[config.mk]
export PLATFORM = sky130hd
export DESIGN_NAME = cca_engine
export DESIGN_NICKNAME = d
export VERILOG_FILES = /design/src/cca_pkg.sv /design/src/cca_engine.sv
export SDC_FILE = /design/constraint.sdc
export NUM_CORES = 1
export LEC_CHECK = 0
export BUFFER_PORTS_ARGS = -buffer_cell sky130_fd_sc_hd__buf_2
export CORE_AREA = 2 2 126 250
export CTS_CLUSTER_SIZE = 25
export DETAILED_ROUTE_END_ITERATION = 8
export DIE_AREA = 0 0 128 252
export PLACE_DENSITY_LB_ADDON = 0.15
export SYNTH_ARGS = -nofsm -noshare
export SYNTH_HDL_FRONTEND = slang
export SYNTH_SLANG_ARGS = --single-unit
[constraint.sdc]
create_clock -name clk_sys -period 11.17 [get_ports clk_sys]
set_input_delay 0.5585 -clock clk_sys [delete_from_list [all_inputs] [get_ports clk_sys]]
set_output_delay 0.5585 -clock clk_sys [all_outputs]
set_load 0.03 [all_outputs]
[src/cca_pkg.sv]
// constants and types for the clear channel assessment engine
// assumes a 50 MHz system clock and 32-bit avalon words holding 8-bit data
package cca_pkg;

  // ----------------------------------------
  // register indices, byte address is 4x index
  // ----------------------------------------
  localparam logic [6:0] IDX_CONV_CLK_SEL = 7'h08;
  localparam logic [6:0] IDX_IGNORE_LEVEL = 7'h12;
  localparam logic [6:0] IDX_THRESHOLD = 7'h13;
  localparam logic [6:0] IDX_CONTROL = 7'h15;
  localparam logic [6:0] IDX_ENERGY_RESULT = 7'h16;
  localparam logic [6:0] IDX_IDLE_HOLD_LOW = 7'h17;
  localparam logic [6:0] IDX_IDLE_HOLD_HIGH = 7'h18;
  localparam logic [6:0] IDX_AVG_CONTROL = 7'h1b;
  localparam logic [6:0] IDX_PACKET_MODE = 7'h45;
  localparam logic [6:0] IDX_AUTO_ACK = 7'h55;
  localparam logic [6:0] IDX_ADDR_FILTER = 7'h60;
  localparam logic [6:0] IDX_IRQ_STATUS = 7'h70;

  // ----------------------------------------
  // field positions
  // ----------------------------------------
  localparam int BIT_CONV_SEL = 4;
  localparam int BIT_AUTO_EN = 7;
  localparam int BIT_LOOP_END = 6;
  localparam int BIT_LOOP_BEGIN = 5;
  localparam int BIT_ENABLE = 4;
  localparam int BIT_IDLE_EN = 3;
  localparam int BIT_DONE = 2;
  localparam int BIT_ACK_EN = 4;
  localparam int BIT_MISMATCH_IDLE = 0;
  localparam int BIT_IRQ = 0;

  // ----------------------------------------
  // reset values and encodings
  // ----------------------------------------
  localparam logic [7:0] RST_BYTE = 8'h00;
  localparam logic [1:0] RES_IDLE = 2'h0;
  localparam logic [1:0] RES_BUSY = 2'h1;
  localparam logic [1:0] RES_PENDING = 2'h3;
  localparam logic [2:0] AVG_CODE_MAX = 3'h3;
  localparam int SETTLE_CONV = 2;

  // ----------------------------------------
  // timing
  // ----------------------------------------
  localparam int CLK_MHZ = 50;
  localparam int CONV_SLOW_NS = 17800;
  localparam int CONV_FAST_NS = 16000;
  localparam int CONV_SLOW_CYC = CONV_SLOW_NS * CLK_MHZ / 1000;
  localparam int CONV_FAST_CYC = CONV_FAST_NS * CLK_MHZ / 1000;

  typedef enum logic [1:0] {
    MODE_NORMAL = 2'b00,
    MODE_CONT = 2'b01,
    MODE_IDLE = 2'b10
  } cca_mode_t;

  typedef enum logic [1:0] {
    ST_OFF = 2'b00,
    ST_SETTLE = 2'b01,
    ST_GATHER = 2'b10,
    ST_EVAL = 2'b11
  } cca_state_t;

  typedef struct packed {
    logic autoEn;
    logic loopBegin;
    logic enable;
    logic idleEn;
  } cca_ctrl_t;

endpackage

[src/cca_engine.sv]
// clear channel assessment engine with avalon-mm register slave
// assumes energy samples come from same-clock receive logic
// What this block does
// - receive-on with enable set, idle and loop bits clear, runs normal mode
// - receive-on with enable and loop bit set runs continuous mode
// - receive-on with enable and idle bit set runs idle-detection mode
// - auto-ack with auto-assess bit runs idle detection before sending the ack
// - address mismatch with filter on and idle-check bit runs idle detection
// - average above threshold gives busy, result field 01
// - idle, result 00, only after average stays below for the hold count
// - normal mode decision sets done flag and raises completion interrupt
// - normal mode decision clears the enable bit by hardware
// - clearing the completion interrupt resets the result field to 00
// - no idle decision while a strong sample is inside the window
// - strong exclusion: above gives busy and ends normal mode only, below shows 11 and runs on
// - idle takes (average count plus hold) conversions plus two settling
// - busy takes average count conversions plus two settling
// - converter select picks 17.8 us or 16 us conversion period
// - after start, input counts as silent until the filter settles
// - continuous mode runs on until host writes loop end
// - continuous mode refreshes the result on every new energy value
// - continuous mode never sets done nor raises the interrupt
`timescale 1ns/1ps
`default_nettype none

module cca_engine #(
  parameter int WIN_DEPTH = 8
) (
  input wire logic clk_sys,
  input wire logic rst_n,
  input wire logic [8:0] avs_address,
  input wire logic avs_read,
  input wire logic avs_write,
  input wire logic [31:0] avs_writedata,
  input wire logic [3:0] avs_byteenable,
  output logic [31:0] avs_readdata,
  output logic avs_waitrequest,
  input wire logic rxOnCmd,
  input wire logic ackRequest,
  input wire logic addrMismatch,
  input wire logic [7:0] energySample,
  output logic ackGo,
  output logic assessIrq,
  output logic assessBusy
);

  // ----------------------------------------
  // register state
  // ----------------------------------------
  logic [7:0] convSel_reg;
  logic [7:0] ignoreLevel_reg;
  logic [7:0] threshold_reg;
  cca_pkg::cca_ctrl_t ctrl_reg;
  logic done_reg;
  logic [1:0] result_reg;
  logic [7:0] avgOut_reg;
  logic [7:0] holdLow_reg;
  logic [1:0] holdHigh_reg;
  logic [7:0] avgCtrl_reg;
  logic [7:0] packetMode_reg;
  logic [7:0] autoAck_reg;
  logic [7:0] addrFilter_reg;
  logic irq_reg;
  logic waitReq_reg;
  logic [31:0] rdata_reg;
  logic ackGo_reg;
  logic busy_reg;

  cca_pkg::cca_state_t state_reg;
  cca_pkg::cca_mode_t mode_reg;
  logic byRegister_reg;
  logic byAck_reg;
  logic [9:0] convCnt_reg;
  logic [1:0] settleCnt_reg;
  logic [3:0] gathered_reg;
  logic [9:0] idleCnt_reg;
  logic [7:0] win_reg [0:WIN_DEPTH-1];
  logic [WIN_DEPTH-1:0] strong_reg;

  // ----------------------------------------
  // bus decode
  // ----------------------------------------
  logic [6:0] idx;
  logic busReq;
  logic accept;
  logic wrHit;
  logic wrLane0;
  assign idx = avs_address[8:2];
  assign busReq = avs_read | avs_write;
  // a request is finished at the edge where waitrequest is seen low
  assign accept = busReq & ~waitReq_reg;
  assign wrLane0 = avs_write & accept & avs_byteenable[0];
  assign wrHit = wrLane0 & (avs_address[1:0] == 2'h0);

  logic wrCtrl;
  logic loopEndCmd;
  logic irqClear;
  assign wrCtrl = wrHit & (idx == cca_pkg::IDX_CONTROL);
  assign loopEndCmd = wrCtrl & avs_writedata[cca_pkg::BIT_LOOP_END];
  assign irqClear = wrHit & (idx == cca_pkg::IDX_IRQ_STATUS)
    & avs_writedata[cca_pkg::BIT_IRQ];

  // ----------------------------------------
  // conversion divider
  // ----------------------------------------
  logic [9:0] convLast;
  logic convTick;
  always_comb
  begin
    if (convSel_reg[cca_pkg::BIT_CONV_SEL])
      convLast = 10'(cca_pkg::CONV_FAST_CYC - 1);
    else
      convLast = 10'(cca_pkg::CONV_SLOW_CYC - 1);
  end
  assign convTick = (state_reg != cca_pkg::ST_OFF)
    && (convCnt_reg == convLast);

  // ----------------------------------------
  // window average and strong-sample check
  // ----------------------------------------
  logic [2:0] avgCode;
  logic [3:0] needCnt;
  logic [10:0] winSum;
  logic [7:0] winAvg;
  logic strongInWin;
  logic [9:0] holdTarget;
  // window is held in flops, so averaging is capped at eight samples
  assign avgCode = (avgCtrl_reg[2:0] > cca_pkg::AVG_CODE_MAX) ?
    cca_pkg::AVG_CODE_MAX : avgCtrl_reg[2:0];
  assign needCnt = 4'(4'h1 << avgCode);
  assign holdTarget = {holdHigh_reg, holdLow_reg};

  always_comb
  begin
    winSum = 11'h000;
    strongInWin = 1'b0;
    for (int i = 0; i < WIN_DEPTH; i++)
    begin
      if (i < int'(needCnt))
      begin
        winSum = winSum + 11'(win_reg[i]);
        strongInWin = strongInWin | strong_reg[i];
      end
    end
    winAvg = 8'(winSum >> avgCode);
  end

  // ----------------------------------------
  // start decode
  // ----------------------------------------
  logic regStart;
  logic ackStart;
  logic mismatchStart;
  logic anyStart;
  logic modeLegal;
  assign modeLegal = ~(ctrl_reg.idleEn & ctrl_reg.loopBegin);
  assign regStart = rxOnCmd & ctrl_reg.enable & modeLegal;
  assign ackStart = ackRequest & autoAck_reg[cca_pkg::BIT_ACK_EN]
    & ctrl_reg.autoEn;
  assign mismatchStart = addrMismatch & (|addrFilter_reg[4:0])
    & packetMode_reg[cca_pkg::BIT_MISMATCH_IDLE];
  assign anyStart = (state_reg == cca_pkg::ST_OFF)
    & (regStart | ackStart | mismatchStart);

  // ----------------------------------------
  // decision
  // ----------------------------------------
  logic evalNow;
  logic aboveThr;
  logic idleReached;
  logic finishNow;
  assign evalNow = state_reg == cca_pkg::ST_EVAL;
  assign aboveThr = winAvg > threshold_reg;
  assign idleReached = ~aboveThr & ~strongInWin
    & (idleCnt_reg >= holdTarget);
  always_comb
  begin
    finishNow = 1'b0;
    if (evalNow)
    begin
      case (mode_reg)
        cca_pkg::MODE_NORMAL: finishNow = aboveThr | idleReached;
        cca_pkg::MODE_IDLE: finishNow = idleReached;
        default: finishNow = 1'b0;
      endcase
    end
  end
  logic stopLoop;
  assign stopLoop = loopEndCmd & (mode_reg == cca_pkg::MODE_CONT)
    & (state_reg != cca_pkg::ST_OFF);

  // ----------------------------------------
  // sequencer
  // ----------------------------------------
  always_ff @(posedge clk_sys or negedge rst_n)
  begin
    if (!rst_n)
    begin
      state_reg <= cca_pkg::ST_OFF;
      mode_reg <= cca_pkg::MODE_NORMAL;
      byRegister_reg <= 1'b0;
      byAck_reg <= 1'b0;
      settleCnt_reg <= 2'h0;
      gathered_reg <= 4'h0;
    end
    else
    begin
      case (state_reg)
        cca_pkg::ST_OFF:
        begin
          if (anyStart)
          begin
            state_reg <= cca_pkg::ST_SETTLE;
            settleCnt_reg <= 2'h0;
            gathered_reg <= 4'h0;
            byRegister_reg <= regStart;
            byAck_reg <= ~regStart & ackStart;
            if (!regStart)
              mode_reg <= cca_pkg::MODE_IDLE;
            else if (ctrl_reg.idleEn)
              mode_reg <= cca_pkg::MODE_IDLE;
            else if (ctrl_reg.loopBegin)
              mode_reg <= cca_pkg::MODE_CONT;
            else
              mode_reg <= cca_pkg::MODE_NORMAL;
          end
        end
        cca_pkg::ST_SETTLE:
        begin
          if (convTick)
          begin
            settleCnt_reg <= settleCnt_reg + 2'h1;
            if (settleCnt_reg == 2'(cca_pkg::SETTLE_CONV - 1))
              state_reg <= cca_pkg::ST_GATHER;
          end
        end
        cca_pkg::ST_GATHER:
        begin
          if (convTick)
          begin
            if (gathered_reg < needCnt)
              gathered_reg <= gathered_reg + 4'h1;
            if (gathered_reg + 4'h1 >= needCnt)
              state_reg <= cca_pkg::ST_EVAL;
          end
        end
        cca_pkg::ST_EVAL:
        begin
          if (finishNow)
            state_reg <= cca_pkg::ST_OFF;
          else
            state_reg <= cca_pkg::ST_GATHER;
        end
        default: state_reg <= cca_pkg::ST_OFF;
      endcase
      if (stopLoop)
        state_reg <= cca_pkg::ST_OFF;
    end
  end

  always_ff @(posedge clk_sys or negedge rst_n)
  begin
    if (!rst_n)
      convCnt_reg <= 10'h000;
    else if (state_reg == cca_pkg::ST_OFF || convTick)
      convCnt_reg <= 10'h000;
    else
      convCnt_reg <= convCnt_reg + 10'h001;
  end

  // window is cleared at start so settling reads as silence
  always_ff @(posedge clk_sys or negedge rst_n)
  begin
    if (!rst_n)
    begin
      for (int i = 0; i < WIN_DEPTH; i++)
        win_reg[i] <= cca_pkg::RST_BYTE;
      strong_reg <= '0;
    end
    else if (anyStart)
    begin
      for (int i = 0; i < WIN_DEPTH; i++)
        win_reg[i] <= cca_pkg::RST_BYTE;
      strong_reg <= '0;
    end
    else if (convTick && state_reg == cca_pkg::ST_GATHER)
    begin
      win_reg[0] <= energySample;
      for (int i = 1; i < WIN_DEPTH; i++)
        win_reg[i] <= win_reg[i-1];
      strong_reg <= {strong_reg[WIN_DEPTH-2:0],
        energySample > ignoreLevel_reg};
    end
  end

  always_ff @(posedge clk_sys or negedge rst_n)
  begin
    if (!rst_n)
      idleCnt_reg <= 10'h000;
    else if (anyStart)
      idleCnt_reg <= 10'h000;
    else if (evalNow)
    begin
      // strong samples and busy restart the hold count
      if (aboveThr || strongInWin)
        idleCnt_reg <= 10'h000;
      else if (idleCnt_reg < holdTarget)
        idleCnt_reg <= idleCnt_reg + 10'h001;
    end
  end

  // ----------------------------------------
  // result, done and interrupt
  // ----------------------------------------
  always_ff @(posedge clk_sys or negedge rst_n)
  begin
    if (!rst_n)
      result_reg <= cca_pkg::RES_IDLE;
    else if (evalNow)
    begin
      if (aboveThr)
        result_reg <= cca_pkg::RES_BUSY;
      else if (strongInWin)
        result_reg <= cca_pkg::RES_PENDING;
      else if (idleReached)
        result_reg <= cca_pkg::RES_IDLE;
    end
    else if (irqClear)
      result_reg <= cca_pkg::RES_IDLE;
  end

  always_ff @(posedge clk_sys or negedge rst_n)
  begin
    if (!rst_n)
      avgOut_reg <= cca_pkg::RST_BYTE;
    else if (evalNow)
      avgOut_reg <= winAvg;
  end

  // set wins over a clear in the same cycle
  always_ff @(posedge clk_sys or negedge rst_n)
  begin
    if (!rst_n)
    begin
      done_reg <= 1'b0;
      irq_reg <= 1'b0;
    end
    else if (finishNow)
    begin
      done_reg <= 1'b1;
      irq_reg <= 1'b1;
    end
    else if (irqClear)
    begin
      done_reg <= 1'b0;
      irq_reg <= 1'b0;
    end
  end

  always_ff @(posedge clk_sys or negedge rst_n)
  begin
    if (!rst_n)
      ackGo_reg <= 1'b0;
    else
      ackGo_reg <= finishNow & byAck_reg;
  end

  // registered busy trails the state by one cycle
  always_ff @(posedge clk_sys or negedge rst_n)
  begin
    if (!rst_n)
      busy_reg <= 1'b0;
    else
      busy_reg <= state_reg != cca_pkg::ST_OFF;
  end

  // ----------------------------------------
  // control register, hardware clear wins
  // ----------------------------------------
  always_ff @(posedge clk_sys or negedge rst_n)
  begin
    if (!rst_n)
      ctrl_reg <= '0;
    else
    begin
      if (wrCtrl)
      begin
        ctrl_reg.autoEn <= avs_writedata[cca_pkg::BIT_AUTO_EN];
        ctrl_reg.loopBegin <= avs_writedata[cca_pkg::BIT_LOOP_BEGIN];
        ctrl_reg.enable <= avs_writedata[cca_pkg::BIT_ENABLE];
        ctrl_reg.idleEn <= avs_writedata[cca_pkg::BIT_IDLE_EN];
      end
      if (finishNow && byRegister_reg)
      begin
        ctrl_reg.enable <= 1'b0;
        if (mode_reg == cca_pkg::MODE_IDLE)
          ctrl_reg.idleEn <= 1'b0;
      end
      if (stopLoop && byRegister_reg)
      begin
        ctrl_reg.enable <= 1'b0;
        ctrl_reg.loopBegin <= 1'b0;
      end
    end
  end

  // ----------------------------------------
  // plain setting registers
  // ----------------------------------------
  always_ff @(posedge clk_sys or negedge rst_n)
  begin
    if (!rst_n)
    begin
      convSel_reg <= cca_pkg::RST_BYTE;
      ignoreLevel_reg <= cca_pkg::RST_BYTE;
      threshold_reg <= cca_pkg::RST_BYTE;
      holdLow_reg <= cca_pkg::RST_BYTE;
      holdHigh_reg <= 2'h0;
      avgCtrl_reg <= cca_pkg::RST_BYTE;
      packetMode_reg <= cca_pkg::RST_BYTE;
      autoAck_reg <= cca_pkg::RST_BYTE;
      addrFilter_reg <= cca_pkg::RST_BYTE;
    end
    else if (wrHit)
    begin
      case (idx)
        cca_pkg::IDX_CONV_CLK_SEL: convSel_reg <= avs_writedata[7:0];
        cca_pkg::IDX_IGNORE_LEVEL: ignoreLevel_reg <= avs_writedata[7:0];
        cca_pkg::IDX_THRESHOLD: threshold_reg <= avs_writedata[7:0];
        cca_pkg::IDX_IDLE_HOLD_LOW: holdLow_reg <= avs_writedata[7:0];
        cca_pkg::IDX_IDLE_HOLD_HIGH: holdHigh_reg <= avs_writedata[1:0];
        cca_pkg::IDX_AVG_CONTROL: avgCtrl_reg <= avs_writedata[7:0];
        cca_pkg::IDX_PACKET_MODE: packetMode_reg <= avs_writedata[7:0];
        cca_pkg::IDX_AUTO_ACK: autoAck_reg <= avs_writedata[7:0];
        cca_pkg::IDX_ADDR_FILTER: addrFilter_reg <= avs_writedata[7:0];
        default: ;
      endcase
    end
  end

  // ----------------------------------------
  // bus answer: one wait cycle, then data
  // ----------------------------------------
  logic [7:0] rdByte;
  always_comb
  begin
    case (idx)
      cca_pkg::IDX_CONV_CLK_SEL: rdByte = convSel_reg;
      cca_pkg::IDX_IGNORE_LEVEL: rdByte = ignoreLevel_reg;
      cca_pkg::IDX_THRESHOLD: rdByte = threshold_reg;
      cca_pkg::IDX_CONTROL: rdByte = {ctrl_reg.autoEn, 1'b0,
        ctrl_reg.loopBegin, ctrl_reg.enable, ctrl_reg.idleEn,
        done_reg, result_reg};
      cca_pkg::IDX_ENERGY_RESULT: rdByte = avgOut_reg;
      cca_pkg::IDX_IDLE_HOLD_LOW: rdByte = holdLow_reg;
      cca_pkg::IDX_IDLE_HOLD_HIGH: rdByte = {6'h00, holdHigh_reg};
      cca_pkg::IDX_AVG_CONTROL: rdByte = avgCtrl_reg;
      cca_pkg::IDX_PACKET_MODE: rdByte = packetMode_reg;
      cca_pkg::IDX_AUTO_ACK: rdByte = autoAck_reg;
      cca_pkg::IDX_ADDR_FILTER: rdByte = addrFilter_reg;
      cca_pkg::IDX_IRQ_STATUS: rdByte = {7'h00, irq_reg};
      default: rdByte = 8'h00;
    endcase
    if (avs_address[1:0] != 2'h0)
      rdByte = 8'h00;
  end

  always_ff @(posedge clk_sys or negedge rst_n)
  begin
    if (!rst_n)
    begin
      waitReq_reg <= 1'b1;
      rdata_reg <= 32'h0000_0000;
    end
    else
    begin
      waitReq_reg <= ~(busReq & waitReq_reg);
      if (avs_read && waitReq_reg)
        rdata_reg <= {24'h00_0000, rdByte};
    end
  end

  assign avs_readdata = rdata_reg;
  assign avs_waitrequest = waitReq_reg;
  assign ackGo = ackGo_reg;
  assign assessIrq = irq_reg;
  assign assessBusy = busy_reg;

endmodule

`default_nettype wire

==> metrics.txt, run 1 <==
Cell Rows 90; largest net degree at the start of global routing 76; worst clock skew 0.01049 ns; Slew @ Worst Pin 1.026 ns; post-route cell area roughly 14000 sq um; antenna cells 0; sequential area share after synthesis 38.21%; Hold Path Class input port to async pin; largest area contributor in the netlist dfrtp_1; die area ~32000 sq um; CTS resizes 0; setup TNS 0 ns; max-slew violations 0; area used by multi-input combinational logic between 7000 and 8000 sq um; PD cells between 100 and 150 nW/um^2; routed len/inst 19.18 microns; Sw Share 32.27%; antenna violations before repair 0; Sequential Power Share a little over two fifths; placed inst area 13320 sq um; status completed; Post-synth EDFFs 0; vias in the first global route 10670; hold_ws about 0.065 ns; Syn Area/Cell 8.860 sq um; number of fill cells 2968; GR Util All Layers 22.97%; r2r endpoint idleCnt_reg[7]; wire length of the first global-routing pass approximately 57 mm; fraction of layout cells with a size suffix above 1 13.46%; net switching power figure 0.5923 mW; Crit-path slowest cell dfrtp_1; post-route ant nets 0; GPL Wtd Cong ~0.89; Critical Path AT roughly 11 ns; CTS tree done; total grt overflow 0; RSZ-0062 raised after global routing false; dominant synthesized flop cell dfrtp_1; area share of the largest cell type after synthesis a little under two fifths; PortBufs 44; HPWL Detailed 26.77 mm; Initial Util a little over two fifths; Tcrit/Tclk final 91.90%; post-route minimum period 10.27 ns; Gate power share 22.3%; number of synthesized register bits about 200; area growth from synthesis to layout 8.634%; Achievable Freq approximately 97 MHz; starting DRC count in detailed routing 489; Worst Path Class, Setup flip-flop to flip-flop; Chip Width 128 microns; post-synthesis async set-or-reset flop share 100.0%; r2r startpoint avgCtrl_reg[1]; Clock Latency Late Sink 0.46 ns; clock network fraction of total power between 30% and 40%; leak pwr between 6 and 7 nW; clock root cell clkbuf_16; worst slack, placed 0.4660 ns; internal power 1.243 mW; vias per std cell 5.610; Total Nets Final 1625; die height approximately 250 microns; largest stage delay on the critical path between 0.4 and 0.5 ns; synthesized netlist cell count ~1400; Peak supply drop 0.00009791 V; Warnings, synthesis 0; flop-to-flop setup slack 0.90 ns; # setup viols final 0; Ports 96; CTS sink cnt 196; drt pass-1 iters 7; WL final 35.40 mm; Max Cap Viol 0; CP endpoint kind flip-flop; CTS buffer count 17; Critical Path RT 11.52 ns; Synth cell types 85; max FFs per register 64; # DRC 0; CTS max path bufs 2; synthesized cell area 12840 sq um; synth top area cells dfrtp_1, ha_1, nand2_1; R2R depth 43; Worst Slack Setup Final 0.9046 ns; hold_buf cts 0; Reg area just under 5000 sq um; Slew HR 31.41%; Core ar. 30180 sq um; Crit Path Max Fanout 9; H-tree lvl count 4; setup bufs post-CTS 0; Clk pin slew, worst setup/hold paths 0.08 ns; Final Hold Viols 0; total number of vias 10360; CP Launch Type flip-flop
-- cells in the mapped netlist (3+ instances only) --
cell type and instances:
nand2_1 249, dfrtp_1 195, a21oi_1 131, nor2_1 100
o21ai_0 95, ha_1 93, inv_1 70, mux2_2 60
clkbuf_1 54, a21o_1 28, xor2_1 27, buf_4 24
mux2i_1 23, xnor2_1 23, nand3_1 22, o21a_1 17
nor3_1 16, a221oi_1 15, nand2b_1 13, o31ai_1 12
a31oi_1 10, nor2b_1 10, nand4_1 8, a211oi_1 7
a21boi_0 7, buf_1 7, fa_1 7, nor4_1 7
a22o_1 6, and2_1 6, and3_1 6, or3_1 6
a22oi_1 5, o211ai_1 5, o22ai_1 5, or2_2 5
nand3b_1 4, o21ai_1 4, o21bai_1 4, nor2_2 3
o31ai_2 3, or4_1 3, xnor2_2 3
-- power by group through the flow --
| stage | clock network (mW) | registers, mW | logic [mW] |
|---|---|---|---|
| 2_1_floorplan | 0 | 0.777 | 0.310 |
| 3_3_place_gp | 0 | 0.789 | 0.399 |
| 3_5_place_dp | 0 | 0.790 | 0.408 |
| 4_1_cts | 0.667 | 0.776 | 0.411 |
| 5_1_grt | 0.692 | 0.780 | 0.465 |
| 6_report | 0.651 | 0.775 | 0.410 |
-- metal layers --
layer	GRT usage (%)	wire, microns	up-vias
li1	-	-	5030
met1	22.79	12560	5037
met2	44.32	19750	206
met3	2.672	853	83
met4	14.07	2234	0
met5	0	0	-
-- worst max-delay path: cells and delay by family, from the launching register on --
| family | cells | cell delay [ns] |
|---|---|---|
| buffers and inverters | 3 | 0.26 |
| muxes | 2 | 0.57 |
| and+or+nand+nor | 11 | 2.55 |
| adders and majority gates | 8 | 2.86 |
| DFF | 1 | 0.47 |
| AOI/OAI and AO/OA | 19 | 3.43 |
-- through the flow --
stage | std cells | power (mW) | utilization (%)
5_1_grt | 1846 | 1.937 | 46.21
3_5_place_dp | 1814 | 1.198 | 44.13
4_1_cts | 1846 | 1.854 | 46.17
6_report | 1846 | 1.835 | 46.21
3_3_place_gp | 1814 | 1.189 | 44.13
2_1_floorplan | 1472 | 1.087 | -
-- area by class of cell --
cell class              instances  share of cell area (%)
inverters                      71                   1.911
well taps                     368                   3.301
clock inverters                15                   1.364
multi-input cells            1115                   52.48
repair buffers                 64                   2.718
clock buffers                  17                   3.050
flip-flops and latches        196                   35.18
-- cells by family after synthesis --
kind of cell | after synthesis | synth area share (%)
simple gates | 477 | 16.53
compound gates | 376 | 18.28
xor+xnor | 54 | 3.966
other cells | 1 | 0.02921
fa+ha+maj | 101 | 10.24
buf+inv | 161 | 5.682
flops | 196 | 38.21
mux | 83 | 7.056
-- how the worst max path moves through the flow --
stage                         from              to  slack (ns)  cells after the start
global placement       win_reg[56]     ctrl_reg[1]        0.60                     46
CTS                    win_reg[56]  idleCnt_reg[7]        0.42                     46
floorplan           avgCtrl_reg[2]     ctrl_reg[1]        2.12                     46
finish              avgCtrl_reg[1]  idleCnt_reg[7]        0.90                     43
global route           win_reg[56]  idleCnt_reg[7]        0.07                     47
detailed placement  avgCtrl_reg[1]  idleCnt_reg[7]        0.47                     43
-- layout by cell type, fill, tap and decap left out, types with 24 or more instances in the layout --
master	instances
o21ai_0	94
mux2_2	60
nand2_1	249
buf_2	43
a21oi_1	131
nor2_1	98
inv_1	70
ha_1	93
xor2_1	27
a21o_1	28
dfrtp_1	195
conb_1	24
Power figures use the tool's default switching activity.
==> run 2, diff against run 1 <==
--- a/config.mk
+++ b/config.mk
@@ -5,7 +5,7 @@
 export SDC_FILE = /design/constraint.sdc
 export NUM_CORES = 1
 export LEC_CHECK = 0
-export BUFFER_PORTS_ARGS = -buffer_cell sky130_fd_sc_hd__buf_2
+export BUFFER_PORTS_ARGS = -buffer_cell sky130_fd_sc_hd__buf_4
 export CORE_AREA = 2 2 126 250
 export CTS_CLUSTER_SIZE = 25
 export DETAILED_ROUTE_END_ITERATION = 8
==> metrics.txt, run 2 (synthesis results as in run 1) <==
status completed; leak pwr 6.660 nW (+0.37%); total grt overflow 0 (unchanged); total power 1.834 mW (about the same); Clk pin slew, worst setup/hold paths 0.09 ns (about the same); global routing usage on met3 3.350% (+0.68 points); largest stage delay on the critical path 0.44 ns (-0.03 ns); Slew HR 29.93% (-1.5 points); wire length of the first global-routing pass 57.14 mm (+0.78%); total number of vias 10320 (-0.34%); routed len/inst 19.33 microns (+0.80%); vias per std cell 5.591 (-0.34%); placed insts 1814 (unchanged); RSZ-0062 raised after global routing false; CP endpoint kind flip-flop; commonest non-fill, non-tap cell in the layout nand2_1; Hold Path Class input port to async pin; area growth from synthesis to layout 9.405%; largest net degree at the start of global routing 77 (+1.3%); Clock Latency Late Sink 0.47 ns (about the same); CTS max path bufs 2 (unchanged); hold_ws 0.1292 ns (+0.06451 ns); Final Hold Viols 0 (unchanged); worst slack, placed 0.5332 ns (+0.06721 ns); worst clock skew 0.01482 ns (+0.004329 ns); Crit-path slowest cell dfrtp_1; die area 32260 sq um (unchanged); r2r endpoint ctrl_reg[1]; HPWL Detailed 26.81 mm (+0.17%); Slew @ Worst Pin 1.048 ns (+0.02206 ns); Max Cap Viol 0 (unchanged); Crit Path Max Fanout 7 (-2); final core occ 46.54% (+0.33 points); GRT met1 Usage 23.26% (+0.48 points); Core ar. 30180 sq um (unchanged); CTS tree done; GPL Wtd Cong 0.8674 (-2.3%); most frequent cells in the layout nand2_1, dfrtp_1, a21oi_1, nor2_1, o21ai_0; PD cells 130.6 nW/um^2 (-0.79%); R2R depth 47 (+9.3%); CTS sink cnt 196 (unchanged); # DRC 0 (unchanged); flop-to-flop setup slack 0.86 ns (-0.04 ns); Worst Path Class, Setup flip-flop to flip-flop; CTS buffer count 17 (unchanged); antenna cells 0 (unchanged); max FFs per register 64 (unchanged); Initial Util 42.54% (unchanged); post-route ant nets 0 (unchanged); r2r startpoint win_reg[56]; drt pass-1 iters 6 (-1); fraction of layout cells with a size suffix above 1 13.46% (unchanged); Worst Slack Setup Final 0.8603 ns (-0.04425 ns); CP Launch Point win_reg[56]; H-tree lvl count 4 (unchanged); GR Util All Layers 23.13% (+0.16 points); final std cells w/o fill 1846 (unchanged); Achievable Freq 97.00 MHz (-0.43%); setup TNS 0 ns (unchanged); starting DRC count in detailed routing 403 (-18%); post-route minimum period 10.31 ns (+0.04425 ns); Most Crowded Layer GR met2; die height 252 microns (unchanged); post-route cell area 14050 sq um (+0.71%); Critical Path AT 10.66 ns (+0.04 ns); Critical Path RT 11.52 ns (about the same); max-slew violations 0 (unchanged); Ports 96 (unchanged); # setup viols final 0 (unchanged); setup bufs post-CTS 0 (unchanged); PortBufs 44 (unchanged); routing usage on met2 43.90% (-0.43 points); placed inst area 13420 sq um (+0.81%); Total Nets Final 1625 (unchanged); CP Launch Type flip-flop; Cell Rows 90 (unchanged); WL final 35.69 mm (+0.80%); Peak supply drop 0.0001157 V (+18%); clock root cell clkbuf_16; Tcrit/Tclk final 92.30% (+0.40 points); vias in the first global route 10570 (-1.0%); antenna violations before repair 0 (unchanged); Chip Width 128 microns (unchanged)
## run 2: what timing repair did
item	4_1_cts	5_1_grt
hold endpoints to repair	0	0
resized for setup	0	4
setup endpoints to repair	0	10
hold buffers	0	0
## run 2: metal layers
layer  routed length (microns)  share of wire (%)
met4                      2182                6.1
met3                       829                2.3
met1                     12660                 35
met2                     20010                 56
met5                         0                  0
## run 2: area by class of cell
| class | instances | area (sq um) |
|---|---|---|
| Fill cell | 2995 | 16130 |
| Multi-Input combinational cell | 1115 | 7320 |
| Sequential cell | 196 | 4906 |
| Timing Repair Buffer | 64 | 486.7 |
| Tap cell | 368 | 460.4 |
| Clock buffer | 17 | 425.4 |
| Inverter | 71 | 266.5 |
| Clock inverter | 15 | 181.4 |
## run 2: how the worst max path moves through the flow
stage / slack (ns) / to
after CTS: 0.46 / ctrl_reg[1]
after detailed placement: 0.53 / idleCnt_reg[7]
after global routing: 0.0003 / idleCnt_reg[6]
after global placement: 0.63 / ctrl_reg[1]
final: 0.86 / ctrl_reg[1]
after floorplan: 2.12 / ctrl_reg[1]
## run 2: where the power goes
| part | internal, mW | switching (mW) |
|---|---|---|
| logic | 0.166 | 0.250 |
| registers | 0.740 | 0.0353 |
| clock network | 0.321 | 0.321 |
## run 2: worst max-delay path: cells and delay by family, from the launching register on
family | cells | cell delay (ns)
fa+ha+maj | 10 | 3.36
compound gates | 20 | 3.28
simple gates | 10 | 2.04
xor+xnor | 5 | 0.78
flops | 1 | 0.44
mux | 1 | 0.18
buf+inv | 1 | 0.10
